[config.mk]
export PLATFORM = sky130hd
export DESIGN_NAME = rss_sequencer
export DESIGN_NICKNAME = d
export VERILOG_FILES = /design/src/inc/rss_pkg.sv /design/src/hw/rss_sequencer.sv
export SDC_FILE = /design/constraint.sdc
export NUM_CORES = 1
export LEC_CHECK = 0
export ABC_AREA = 1
export BUFFER_PORTS_ARGS = -buffer_cell sky130_fd_sc_hd__buf_4
export CAP_MARGIN = 20
export CORE_MARGIN = 3
export CORE_UTILIZATION = 54
export CTS_CLUSTER_DIAMETER = 150
export DETAILED_ROUTE_END_ITERATION = 10
export PLACE_DENSITY = 0.77
export SLEW_MARGIN = 30
export SYNTH_ARGS = -nofsm -noshare
export SYNTH_HDL_FRONTEND = slang
export SYNTH_SLANG_ARGS = --single-unit
[constraint.sdc]
create_clock -name clock -period 1.8 [get_ports clock]
set_input_delay 0.09 -clock clock [delete_from_list [all_inputs] [get_ports clock]]
set_output_delay 0.09 -clock clock [all_outputs]
set_load 0.02 [all_outputs]
[src/inc/rss_pkg.sv]
//==============================================================
// Behaviour
// [RULE1] One step bit picks 1 ms or 2 ms
// [RULE2] Delay equals code times unit, zero immediate
// [RULE3] Master 2 starts after its startup delay
// [RULE4] Masters 3 and 4 have own startup delays
// [RULE5] Masters 1 and 2 have own shutdown delays
// [RULE6] Output enable ORs software bit and input
// [RULE7] Per-master counter, new edge restarts it
`default_nettype none
package rss_pkg;
  //==============================================================
  // Register indices, byte address is four times the index
  localparam logic [5:0] IDX_CTRL = 6'h06;
  localparam logic [5:0] IDX_UP_A = 6'h07;
  localparam logic [5:0] IDX_UP_B = 6'h08;
  localparam logic [5:0] IDX_UP_C = 6'h09;
  localparam logic [5:0] IDX_DN_A = 6'h0a;
  localparam logic [5:0] IDX_DN_B = 6'h0b;
  localparam logic [5:0] IDX_GPI_FUNC = 6'h0f;
  localparam logic [5:0] IDX_STATUS = 6'h11;
  // Field positions and masks
  localparam int UNIT_BIT = 7;
  localparam int GLOBAL_BIT = 4;
  localparam logic [7:0] CODE_MASK = 8'h1f;
  localparam logic [7:0] UP_A_MASK = 8'h9f;
  localparam logic [7:0] CTRL_MASK = 8'h1f;
  // Reset values
  localparam logic [7:0] CFG_RESET = 8'h00;
  localparam logic [7:0] GPI_FUNC_RESET = 8'h43;
  // Input function codes: 0 global, 1..4 masters 1..4
  localparam logic [3:0] FUNC_GLOBAL = 4'h0;
  localparam logic [3:0] FUNC_LAST_MASTER = 4'h4;
  // Timing
  localparam int UNIT_SHORT_MS = 1;
  localparam int UNIT_LONG_MS = 2;
  localparam int MS_TIME_NS = 1000000;
  localparam int CLOCK_PERIOD_NS = 25;
  localparam int MS_CYCLES = MS_TIME_NS / CLOCK_PERIOD_NS;
  //==============================================================
  // Bus carriers
  typedef struct packed {
    logic hsel;
    logic [31:0] haddr;
    logic [1:0] htrans;
    logic hwrite;
    logic [2:0] hsize;
    logic [31:0] hwdata;
  } rss_ahb_req_t;
  typedef struct packed {
    logic [31:0] hrdata;
    logic hreadyout;
    logic hresp;
  } rss_ahb_rsp_t;
endpackage : rss_pkg
`default_nettype wire

[src/hw/rss_sequencer.sv]
// Decided for this implementation: register access over AHB-Lite.
`timescale 1ns/10ps
`default_nettype none
module rss_sequencer #(
  parameter int MsCycles = rss_pkg::MS_CYCLES
) (
  input wire logic clock,
  input wire logic srst,
  input wire rss_pkg::rss_ahb_req_t ahbReq,
  input wire logic hready,
  output var rss_pkg::rss_ahb_rsp_t ahbRsp,
  input wire logic enablePin,
  input wire logic [1:0] generalPurposeInput,
  output var logic [3:0] masterOutputOn
);
  //==============================================================
  // State
  typedef struct packed {
    // Software registers
    logic [7:0] ctrl;
    logic [7:0] upA;
    logic [7:0] upB;
    logic [7:0] upC;
    logic [7:0] dnA;
    logic [7:0] dnB;
    logic [7:0] gpiFunc;
    // Bus pipeline
    logic wrPend;
    logic [5:0] wIdx;
    logic [31:0] rdata;
    // Pin synchronisers
    logic [1:0] enSync;
    logic [1:0] gpiS0;
    logic [1:0] gpiS1;
    // Delay engines
    logic [3:0] seqOn;
    logic [3:0] pend;
    logic [3:0] dir;
    logic [3:0][15:0] cyc;
    logic [3:0][5:0] msLeft;
    // Registered outputs
    logic [3:0] outOn;
  } rss_state_t;

  rss_state_t stateQ, stateD;

  //==============================================================
  // Decode helpers

  // Bit 0 global turn-on, bits 1..4 masters 1..4; other codes ignored
  function automatic logic [4:0] gpi_route(input logic [3:0] func, input logic lvl);
    logic [4:0] r;
    r = 5'h00;
    if (func <= rss_pkg::FUNC_LAST_MASTER) begin
      r[func[2:0]] = lvl;
    end
    return r;
  endfunction : gpi_route

  // Whole ms to wait: the code, or the code doubled for the long unit
  function automatic logic [5:0] wait_ms(input logic [4:0] code, input logic longUnit);
    logic [5:0] w;
    w = {1'b0, code};
    if (longUnit) begin // [RULE1]
      w = {code, 1'b0}; // [RULE2]
    end
    return w;
  endfunction : wait_ms

  //==============================================================
  // Combinational helpers
  logic [4:0] route;
  logic globalReq;
  logic [3:0][4:0] upCode;
  logic [3:0][4:0] dnCode;
  logic take;
  // Per-master engine conditions
  logic [3:0] freshEdge;
  logic [3:0] backOff;
  logic [3:0] expired;
  logic [3:0] msTick;
  logic [3:0][5:0] loadMs;

  //==============================================================
  // Next state
  always_comb begin
    stateD = stateQ;
    // Pins pass two flops before use
    stateD.enSync = {stateQ.enSync[0], enablePin};
    stateD.gpiS0 = generalPurposeInput;
    stateD.gpiS1 = stateQ.gpiS0;
    // Only synced levels reach the request logic
    route = gpi_route(stateQ.gpiFunc[3:0], stateQ.gpiS1[0])
      | gpi_route(stateQ.gpiFunc[7:4], stateQ.gpiS1[1]);
    globalReq = stateQ.enSync[1] | stateQ.ctrl[rss_pkg::GLOBAL_BIT] | route[0];
    // Master 1 startup and masters 3, 4 shutdown are immediate here
    upCode[0] = 5'h00; // [RULE3]
    upCode[1] = stateQ.upA[4:0]; // [RULE3]
    upCode[2] = stateQ.upB[4:0]; // [RULE4]
    upCode[3] = stateQ.upC[4:0]; // [RULE4]
    dnCode[0] = stateQ.dnA[4:0]; // [RULE5]
    dnCode[1] = stateQ.dnB[4:0]; // [RULE5]
    dnCode[2] = 5'h00;
    dnCode[3] = 5'h00;

    //==============================================================
    // Register writes, data phase
    // Lands before the read decode below, so a read right behind sees it
    if (stateQ.wrPend) begin
      unique case (stateQ.wIdx)
        rss_pkg::IDX_CTRL: begin
          stateD.ctrl = ahbReq.hwdata[7:0] & rss_pkg::CTRL_MASK;
        end
        rss_pkg::IDX_UP_A: begin
          stateD.upA = ahbReq.hwdata[7:0] & rss_pkg::UP_A_MASK;
        end
        rss_pkg::IDX_UP_B: begin
          stateD.upB = ahbReq.hwdata[7:0] & rss_pkg::CODE_MASK;
        end
        rss_pkg::IDX_UP_C: begin
          stateD.upC = ahbReq.hwdata[7:0] & rss_pkg::CODE_MASK;
        end
        rss_pkg::IDX_DN_A: begin
          stateD.dnA = ahbReq.hwdata[7:0] & rss_pkg::CODE_MASK;
        end
        rss_pkg::IDX_DN_B: begin
          stateD.dnB = ahbReq.hwdata[7:0] & rss_pkg::CODE_MASK;
        end
        rss_pkg::IDX_GPI_FUNC: begin
          stateD.gpiFunc = ahbReq.hwdata[7:0];
        end
        default: begin
          stateD.ctrl = stateQ.ctrl; // Unmapped writes dropped
        end
      endcase
    end

    //==============================================================
    // Register reads, address phase
    // Zero wait states: data built now, shown through the data phase
    take = ahbReq.hsel & ahbReq.htrans[1] & hready;
    stateD.wrPend = take & ahbReq.hwrite;
    stateD.wIdx = ahbReq.haddr[7:2];
    stateD.rdata = 32'h00000000;
    if (take && !ahbReq.hwrite) begin
      unique case (ahbReq.haddr[7:2])
        rss_pkg::IDX_CTRL: stateD.rdata[7:0] = stateD.ctrl;
        rss_pkg::IDX_UP_A: stateD.rdata[7:0] = stateD.upA;
        rss_pkg::IDX_UP_B: stateD.rdata[7:0] = stateD.upB;
        rss_pkg::IDX_UP_C: stateD.rdata[7:0] = stateD.upC;
        rss_pkg::IDX_DN_A: stateD.rdata[7:0] = stateD.dnA;
        rss_pkg::IDX_DN_B: stateD.rdata[7:0] = stateD.dnB;
        rss_pkg::IDX_GPI_FUNC: stateD.rdata[7:0] = stateD.gpiFunc;
        rss_pkg::IDX_STATUS: stateD.rdata[7:0] = {stateQ.pend, stateQ.outOn};
        default: stateD.rdata = 32'h00000000;
      endcase
    end

    //==============================================================
    // Per-master conditions, worked out once for the engines below
    for (int m = 0; m < 4; m++) begin
      freshEdge[m] = (globalReq != stateQ.seqOn[m])
        && (!stateQ.pend[m] || (stateQ.dir[m] != globalReq));
      backOff[m] = (globalReq == stateQ.seqOn[m]);
      expired[m] = (stateQ.msLeft[m] == 6'h00);
      msTick[m] = (stateQ.cyc[m] == 16'(MsCycles - 1));
      // Unit taken at the edge; a later change leaves this wait alone
      loadMs[m] = wait_ms(globalReq ? upCode[m] : dnCode[m], stateQ.upA[rss_pkg::UNIT_BIT]);
    end

    //==============================================================
    // Per-master delay engines
    // Own prescaler per master, so every wait is exact to the cycle
    for (int m = 0; m < 4; m++) begin
      if (freshEdge[m]) begin
        // Fresh edge: restart toward the new target
        stateD.pend[m] = 1'b1; // [RULE7]
        stateD.dir[m] = globalReq;
        stateD.cyc[m] = 16'h0000;
        stateD.msLeft[m] = loadMs[m]; // [RULE2]
      end else if (backOff[m]) begin
        // Request went back before expiry: drop the pending wait
        stateD.pend[m] = 1'b0; // [RULE7]
      end else if (expired[m]) begin
        stateD.seqOn[m] = stateQ.dir[m]; // [RULE3] [RULE4] [RULE5]
        stateD.pend[m] = 1'b0;
      end else if (msTick[m]) begin
        // Millisecond tick
        stateD.cyc[m] = 16'h0000; // [RULE7]
        stateD.msLeft[m] = stateQ.msLeft[m] - 6'h01;
      end else begin
        stateD.cyc[m] = stateQ.cyc[m] + 16'h0001;
      end
    end

    //==============================================================
    // Output enables
    // One flop behind the engines, so the pins never see a glitch
    for (int m = 0; m < 4; m++) begin
      stateD.outOn[m] = stateQ.seqOn[m] | stateQ.ctrl[m] | route[m + 1]; // [RULE6]
    end

    //==============================================================
    // Synchronous reset overrides everything above
    if (srst) begin
      stateD = '0;
      stateD.gpiFunc = rss_pkg::GPI_FUNC_RESET;
      stateD.upA = rss_pkg::CFG_RESET;
    end
  end

  //==============================================================
  // Registers
  always_ff @(posedge clock) begin
    stateQ <= stateD;
  end

  //==============================================================
  // Bus response and outputs
  // Always ready, always OKAY
  assign ahbRsp.hrdata = stateQ.rdata;
  assign ahbRsp.hreadyout = 1'b1;
  assign ahbRsp.hresp = 1'b0;
  assign masterOutputOn = stateQ.outOn;
endmodule : rss_sequencer
`default_nettype wire

==> results.cfg, run 1 <==
[synth]
synth.most_common_cell = nand2_1
synth_area_um2 = 10300
syn_avg_cell_area_um2 = 6.50
synth_edf_count = 0
async_reset_ff_share_pct = 0
synth.area.top_cells = dfxtp_1 35%, nand2_1 16%, inv_1 8.2%
yosysUniqueCellTypes = 41
ys_ff_latch = 181
yosysTopAreaCellShare_pct = 35.3
synth_area_leader_cell = dfxtp_1
synth_warnings = 0
synth.top_cells.by_count = 424 x nand2_1, 223 x inv_1, 181 x dfxtp_1
syn_inst = 1577
synth_top_flop_cell = dfxtp_1
seq_area_frac_synth_pct = 35.3

[die]
die-area_um2 = 20700
die_w_um = 144
start_util_pct = 55.9
rows = 49
io-pin-count = 115
dieHeight_um = 144
coreArea_um2 = 18300

[timing]
rsz0062_at_grt = true
worst_slack_ns = -0.174
setup-violations-final = 92
maxSlewViolCount = 0
min_period_over_period_pct = 110
relSlewSlack_pct = 58.8
layout_min_cycle_time_ns = 1.97
worst_pin_slew_ns = 0.618
whs_ns = -0.0240
hold_violations = 1
max_freq_ghz = 0.506
skew_ns = 0.0157

[setup_path]
worstPathCellList = nor2_2 -> nor2_1 -> nor2_2 -> nand2_4 -> buf_12 -> nand4_1 -> nand2_4 -> buf_4 -> nand3_4 -> nand2_4 -> nor2_4 -> nand2_1 -> nand2_1
cp_top_family = simple AND/OR/NAND/NOR gates
worstPathArrival_ns = 2.37
slowest_delay_ns = 0.37
r2r-end = stateQ[17]
end_kind = register
cp.depth = 13
crit_buf_inv = 2
path_max_fanout = 9
critPathLaunchType = register
crit_top_cell = nand2_4
crit_required_ns = 2.20
endpoint = stateQ[17]
crit_slowest_cell = dfxtp_4
critPathLaunch = stateQ[150]
crit_type = reg2reg
rr_startpoint = stateQ[150]
r2r_slack_ns = -0.17
worstRegToRegCells = 13

[grt]
grt_pass1_wl_mm = 42.8
grt_pass1_vias = 9486
antenna_found_initial = 0
grtUsageTotal_pct = 25.1
gr-total-overflow = 0
grt_max_degree = 44

[route]
m1WireLength_mm = 11.4
drt_wl_total_mm = 27.9
routed.top_layer = met4
wl_met3_mm = 1.61
drcViolationCount = 0
wl_per_cell_um = 14.2
met2_length_mm = 13.8
drt-initial-drc-count = 723
postRouteAntennaNets = 0
viasPerCell = 5.31
firstDrtPassIters = 5
vias = 10400

[placement]
place_hpwl_mm = 17.9
place_area_um2 = 11200
gp_congestion = 0.930
numPortBuffers = 34

[outcome]
failed_checks = hold timing, setup timing
status = complete, but fails checks

[final_layout]
diodes = 0
fin_util_pct = 70.6
drive_gt1_share_pct = 20.5
post-route-cell-area_um2 = 12900
area_growth_pct = 26.3
fin_nets = 1810
num-fill-cells = 1394

[clock_tree]
clk_pin_slew_ns = 0.08
root_buffer = clkbuf_16
cts-buffers-inserted = 17
clk_latency_ns = 0.46
cts.path.max_buffers = 2
tritoncts = yes
cts_max_level = 4
cts.sinks = 181

[run]
drv_cap = 0

[power_and_ir_drop]
power_density_nw_per_um2 = 703
ir_drop_mv = 0.697
p_leak_nw = 6.02

[hold_path]
hold_class = in2reg
where the power goes:
group / internal, mW / total, mW / switching, mW
combinational: 0.423 / 1.13 / 0.706
sequential: 4.06 / 4.12 / 0.0541
clock: 1.91 / 3.85 / 1.94
total: 6.40 / 9.10 / 2.70
sequential cells by signal (all words and copies together) (netlist names):
signal and flops:
ahbRsp 8, dnCode 10, stateQ 159, masterOutputOn 4
tightest hold or removal path, stage by stage:
cell	delay (ns)
buf_4	0.15
o21ai_2	0.08
nor2_1	0.07
metal layers:
metal	up-vias	GRT usage, %
met5	-	0
met4	0	10.2
met3	92	4.19
met2	377	43.7
met1	4744	30.9
li1	5208	-
layout make-up:
type / count / area (µm²) / share of cell area (%)
multi-input cells: 1110 / 5940 / 45.9
clock inverters: 15 / 194 / 1.50
clock buffers: 17 / 425 / 3.29
flip-flops and latches: 181 / 3640 / 28.1
repair inverters: 1 / 8.76 / 0.0676
repair buffers: 180 / 1560 / 12.0
inverters: 230 / 897 / 6.93
well taps: 229 / 287 / 2.21
worst min-delay path by stage:
stage / from / endpoint / slack [ns] / depth (start not counted)
2_1_floorplan: generalPurposeInput[0] / stateQ[106] / 0.20 / 2
3_3_place_gp: generalPurposeInput[1] / stateQ[107] / 0.29 / 3
3_5_place_dp: generalPurposeInput[1] / stateQ[107] / 0.30 / 3
4_1_cts: ahbReq[3] / stateQ[176] / 0.004 / 3
5_1_grt: ahbReq[2] / stateQ[191] / 0.01 / 3
6_report: ahbReq[2] / stateQ[191] / -0.02 / 3
metrics by stage:
step                worst slack, ns  instances  TNS, ns  power (mW)
floorplan                    0.0249       1601        0        4.85
global placement            -0.0611       1893   -0.544        5.04
detailed placement           -0.140       1893    -4.89        5.06
CTS                         -0.0591       1944    -1.04        8.93
global route                 -0.213       1963   -14.17        9.42
finish                       -0.174       1963    -7.39        9.10
logic make-up after synthesis:
group,count (synthesis),synth area share (%)
and+or+nand+nor,858,36.6
buffers and inverters,313,13.5
DFF,181,35.3
AOI/OAI and AO/OA,162,8.82
xor gates and xnor gates,49,4.19
adders and majority gates,12,1.46
other,2,0.0733
cells in the final DEF (no fill, tap or decap), types with 15 or more instances in the layout:
| master | netlist | final |
|---|---|---|
| a21oi_1 | 26 | 20 |
| nor3_1 | 51 | 43 |
| buf_6 | 3 | 28 |
| o21ai_0 | 92 | 47 |
| nand2_4 | 4 | 16 |
| o21ai_1 | 2 | 32 |
| conb_1 | 2 | 26 |
| clkbuf_16 | 0 | 18 |
| nand3_1 | 134 | 121 |
| nand4_1 | 29 | 29 |
| o22ai_1 | 20 | 20 |
| nor2_1 | 178 | 169 |
| nand2_1 | 424 | 391 |
| inv_1 | 223 | 215 |
| buf_4 | 48 | 131 |
| xor2_1 | 42 | 42 |
| o21ai_2 | 0 | 15 |
| dfxtp_1 | 181 | 172 |
| nand2_2 | 14 | 29 |
repair_timing:
action | CTS | global route
gates resized for setup | 45 | 204
hold buffers | 13 | 0
pin swaps | 8 | 50
hold endpoints to repair | 14 | 0
setup buffers | 3 | 13
setup endpoints to repair | 90 | 101
cloned | 3 | 7
Note: power is estimated with default switching activity, not from simulation.
==> run 2, diff against run 1 <==
--- a/config.mk
+++ b/config.mk
@@ -13,6 +13,7 @@
 export CTS_CLUSTER_DIAMETER = 150
 export DETAILED_ROUTE_END_ITERATION = 10
 export PLACE_DENSITY = 0.77
+export REMOVE_ABC_BUFFERS = 1
 export SLEW_MARGIN = 30
 export SYNTH_ARGS = -nofsm -noshare
 export SYNTH_HDL_FRONTEND = slang
==> run 2 against run 1 <==
Net effect:
- the flow finishes with violations (setup timing)
- flip-flop and latch count stayed put
- clock skew is 0.00054 ns lower
- register-to-register slack better by 0.11 ns
- global-route usage is 1.1 points higher
- clock-buffer cell count is 1 higher
- core utilization is 1.1 points lower
- worst setup slack better by 0.11 ns
- routed wire length is 1.5% lower
- power is 3.5% lower
- sequential power hardly changed
- maximum frequency is 5.7% higher
- final cell count is 0.10% higher
- largest cell class unchanged
- largest power group unchanged
==> results.cfg, run 2 (synthesis results as in run 1) <==
[clock_tree]
cts-buffers-inserted = 17
clk_pin_slew_ns = 0.08
cts.path.max_buffers = 2
root_buffer = clkbuf_16
cts.sinks = 181
clk_latency_ns = 0.44
cts_max_level = 4
tritoncts = yes

[grt]
grt_max_degree = 34
grt_pass1_wl_mm = 44.5
grt_pass1_vias = 9677
gr-total-overflow = 0
antenna_found_initial = 0
grtUsageTotal_pct = 26.3

[route]
postRouteAntennaNets = 0
wl_per_cell_um = 14.0
viasPerCell = 5.26
drt-initial-drc-count = 875
vias = 10300
drt_wl_total_mm = 27.5
firstDrtPassIters = 7
drcViolationCount = 0

[outcome]
status = complete, but fails checks
failed_checks = setup timing

[die]
rows = 49
dieHeight_um = 144
die-area_um2 = 20700
die_w_um = 144
start_util_pct = 55.9
io-pin-count = 115
coreArea_um2 = 18300

[final_layout]
diodes = 0
area_growth_pct = 24.4
largest_reg_flops = 159
num-fill-cells = 1445
final_common_cell = nand2_1
final_cell_mix = 410 x nand2_1, 221 x inv_1, 172 x dfxtp_1
regMostFlops = stateQ
drive_gt1_share_pct = 18.4
fin_nets = 1812

[timing]
skew_ns = 0.0151
setup-violations-final = 39
relSlewSlack_pct = 54.9
worst_slack_ns = -0.0678
max_freq_ghz = 0.535
rsz0062_at_grt = true
layout_min_cycle_time_ns = 1.87
maxSlewViolCount = 0
hold_violations = 0
min_period_over_period_pct = 104
worst_pin_slew_ns = 0.676

[run]
drv_cap = 0

[setup_path]
crit_type = reg2reg
critPathLaunchType = register
worstPathArrival_ns = 2.21
crit_required_ns = 2.14
path_max_fanout = 6
end_kind = register
critPathLaunch = stateQ[156]
rr_startpoint = stateQ[156]

[power_and_ir_drop]
power_density_nw_per_um2 = 689
p_leak_nw = 5.97
ir_drop_mv = 0.662
total_power_mw = 8.78

[hold_path]
hold_path.startpoint = ahbReq[0]
hold_class = in2reg

[placement]
dp_slack_ns = -0.193
gp_congestion = 0.952
numPortBuffers = 34
place_hpwl_mm = 18.4
==> run 2: changes by cell type in the layout (fill, tap and decap cells not counted), moves of 4 or more <==
cell,delta
buf_6,-13
inv_1,+6
nand3_2,+6
nor2_4,+4
a21oi_2,-4
nand2_1,+19
buf_4,+13
o21ai_2,-13
clkinv_8,-5
nand2_2,-16
o21ai_0,+14
==> run 2: critical path, cell delays in order, from the launching register on <==
cell and delay, ns:
dfxtp_2 0.34, inv_1 0.08, nand2_2 0.11, nand2_4 0.08, a21boi_4 0.19, buf_6 0.15
nand3_4 0.12, nand2_8 0.15, nand2_8 0.08, buf_12 0.14, buf_6 0.11, nand2_1 0.05
nand2_1 0.05, nand2_1 0.06, nand2_1 0.05
==> run 2: layout make-up <==
type	count	area (µm²)	area share [%]
repair buffers	180	1520	11.9
multi-input cells	1113	5860	46.0
inverters	230	882	6.92
clock buffers	18	429	3.37
flip-flops and latches	181	3640	28.5
well taps	229	287	2.25
clock inverters	14	134	1.05
==> run 2: power by group <==
part	internal (mW)	total [mW]	leakage (nW)	switching [mW]
clock network	1.84	3.62	0.273	1.78
logic	0.391	1.05	4.23	0.654
registers	4.07	4.12	1.47	0.0548
total	6.30	8.78	5.97	2.49
==> run 2: stage by stage <==
stage	hold WS, ns	util, %	std cells	cell area [µm²]	setup TNS, ns
final	0.00507	69.6	1965	12800	-1.13
after global routing	0.0303	69.6	1965	12800	-9.74
after CTS	0.00208	67.0	1954	12300	-0.148
after detailed placement	0.296	61.3	1892	11200	-5.70
after global placement	0.291	61.3	1892	11200	-1.88
after floorplan	0.161	-	1518	9820	-17.80
==> run 2: final timing paths <==
kind,slack [ns],endpoint,cells after the start
worst min register to register,0.41,stateQ[105],2
worst max-delay path,-0.07,stateQ[14],14
worst min-delay path,0.005,stateQ[181],3
worst max register to register,-0.07,stateQ[14],14
==> run 2: repair_timing <==
item	CTS	global route
gates cloned	6	2
endpoints found under the hold margin	15	0
resized for setup	65	105
buffers inserted	11	10
pin swaps	26	37
hold buffers	13	0
endpoints found under the setup margin	88	101
==> run 2: layer usage <==
metal | track usage, % | share of wire [%] | vias up | routed length, µm
met5 | 0 | 0 | - | 0
met4 | 10.1 | 3.4 | 0 | 945
met3 | 4.43 | 6.1 | 85 | 1670
met2 | 44.9 | 49 | 383 | 13300
met1 | 33.1 | 42 | 4658 | 11500
li1 | - | - | 5213 | -
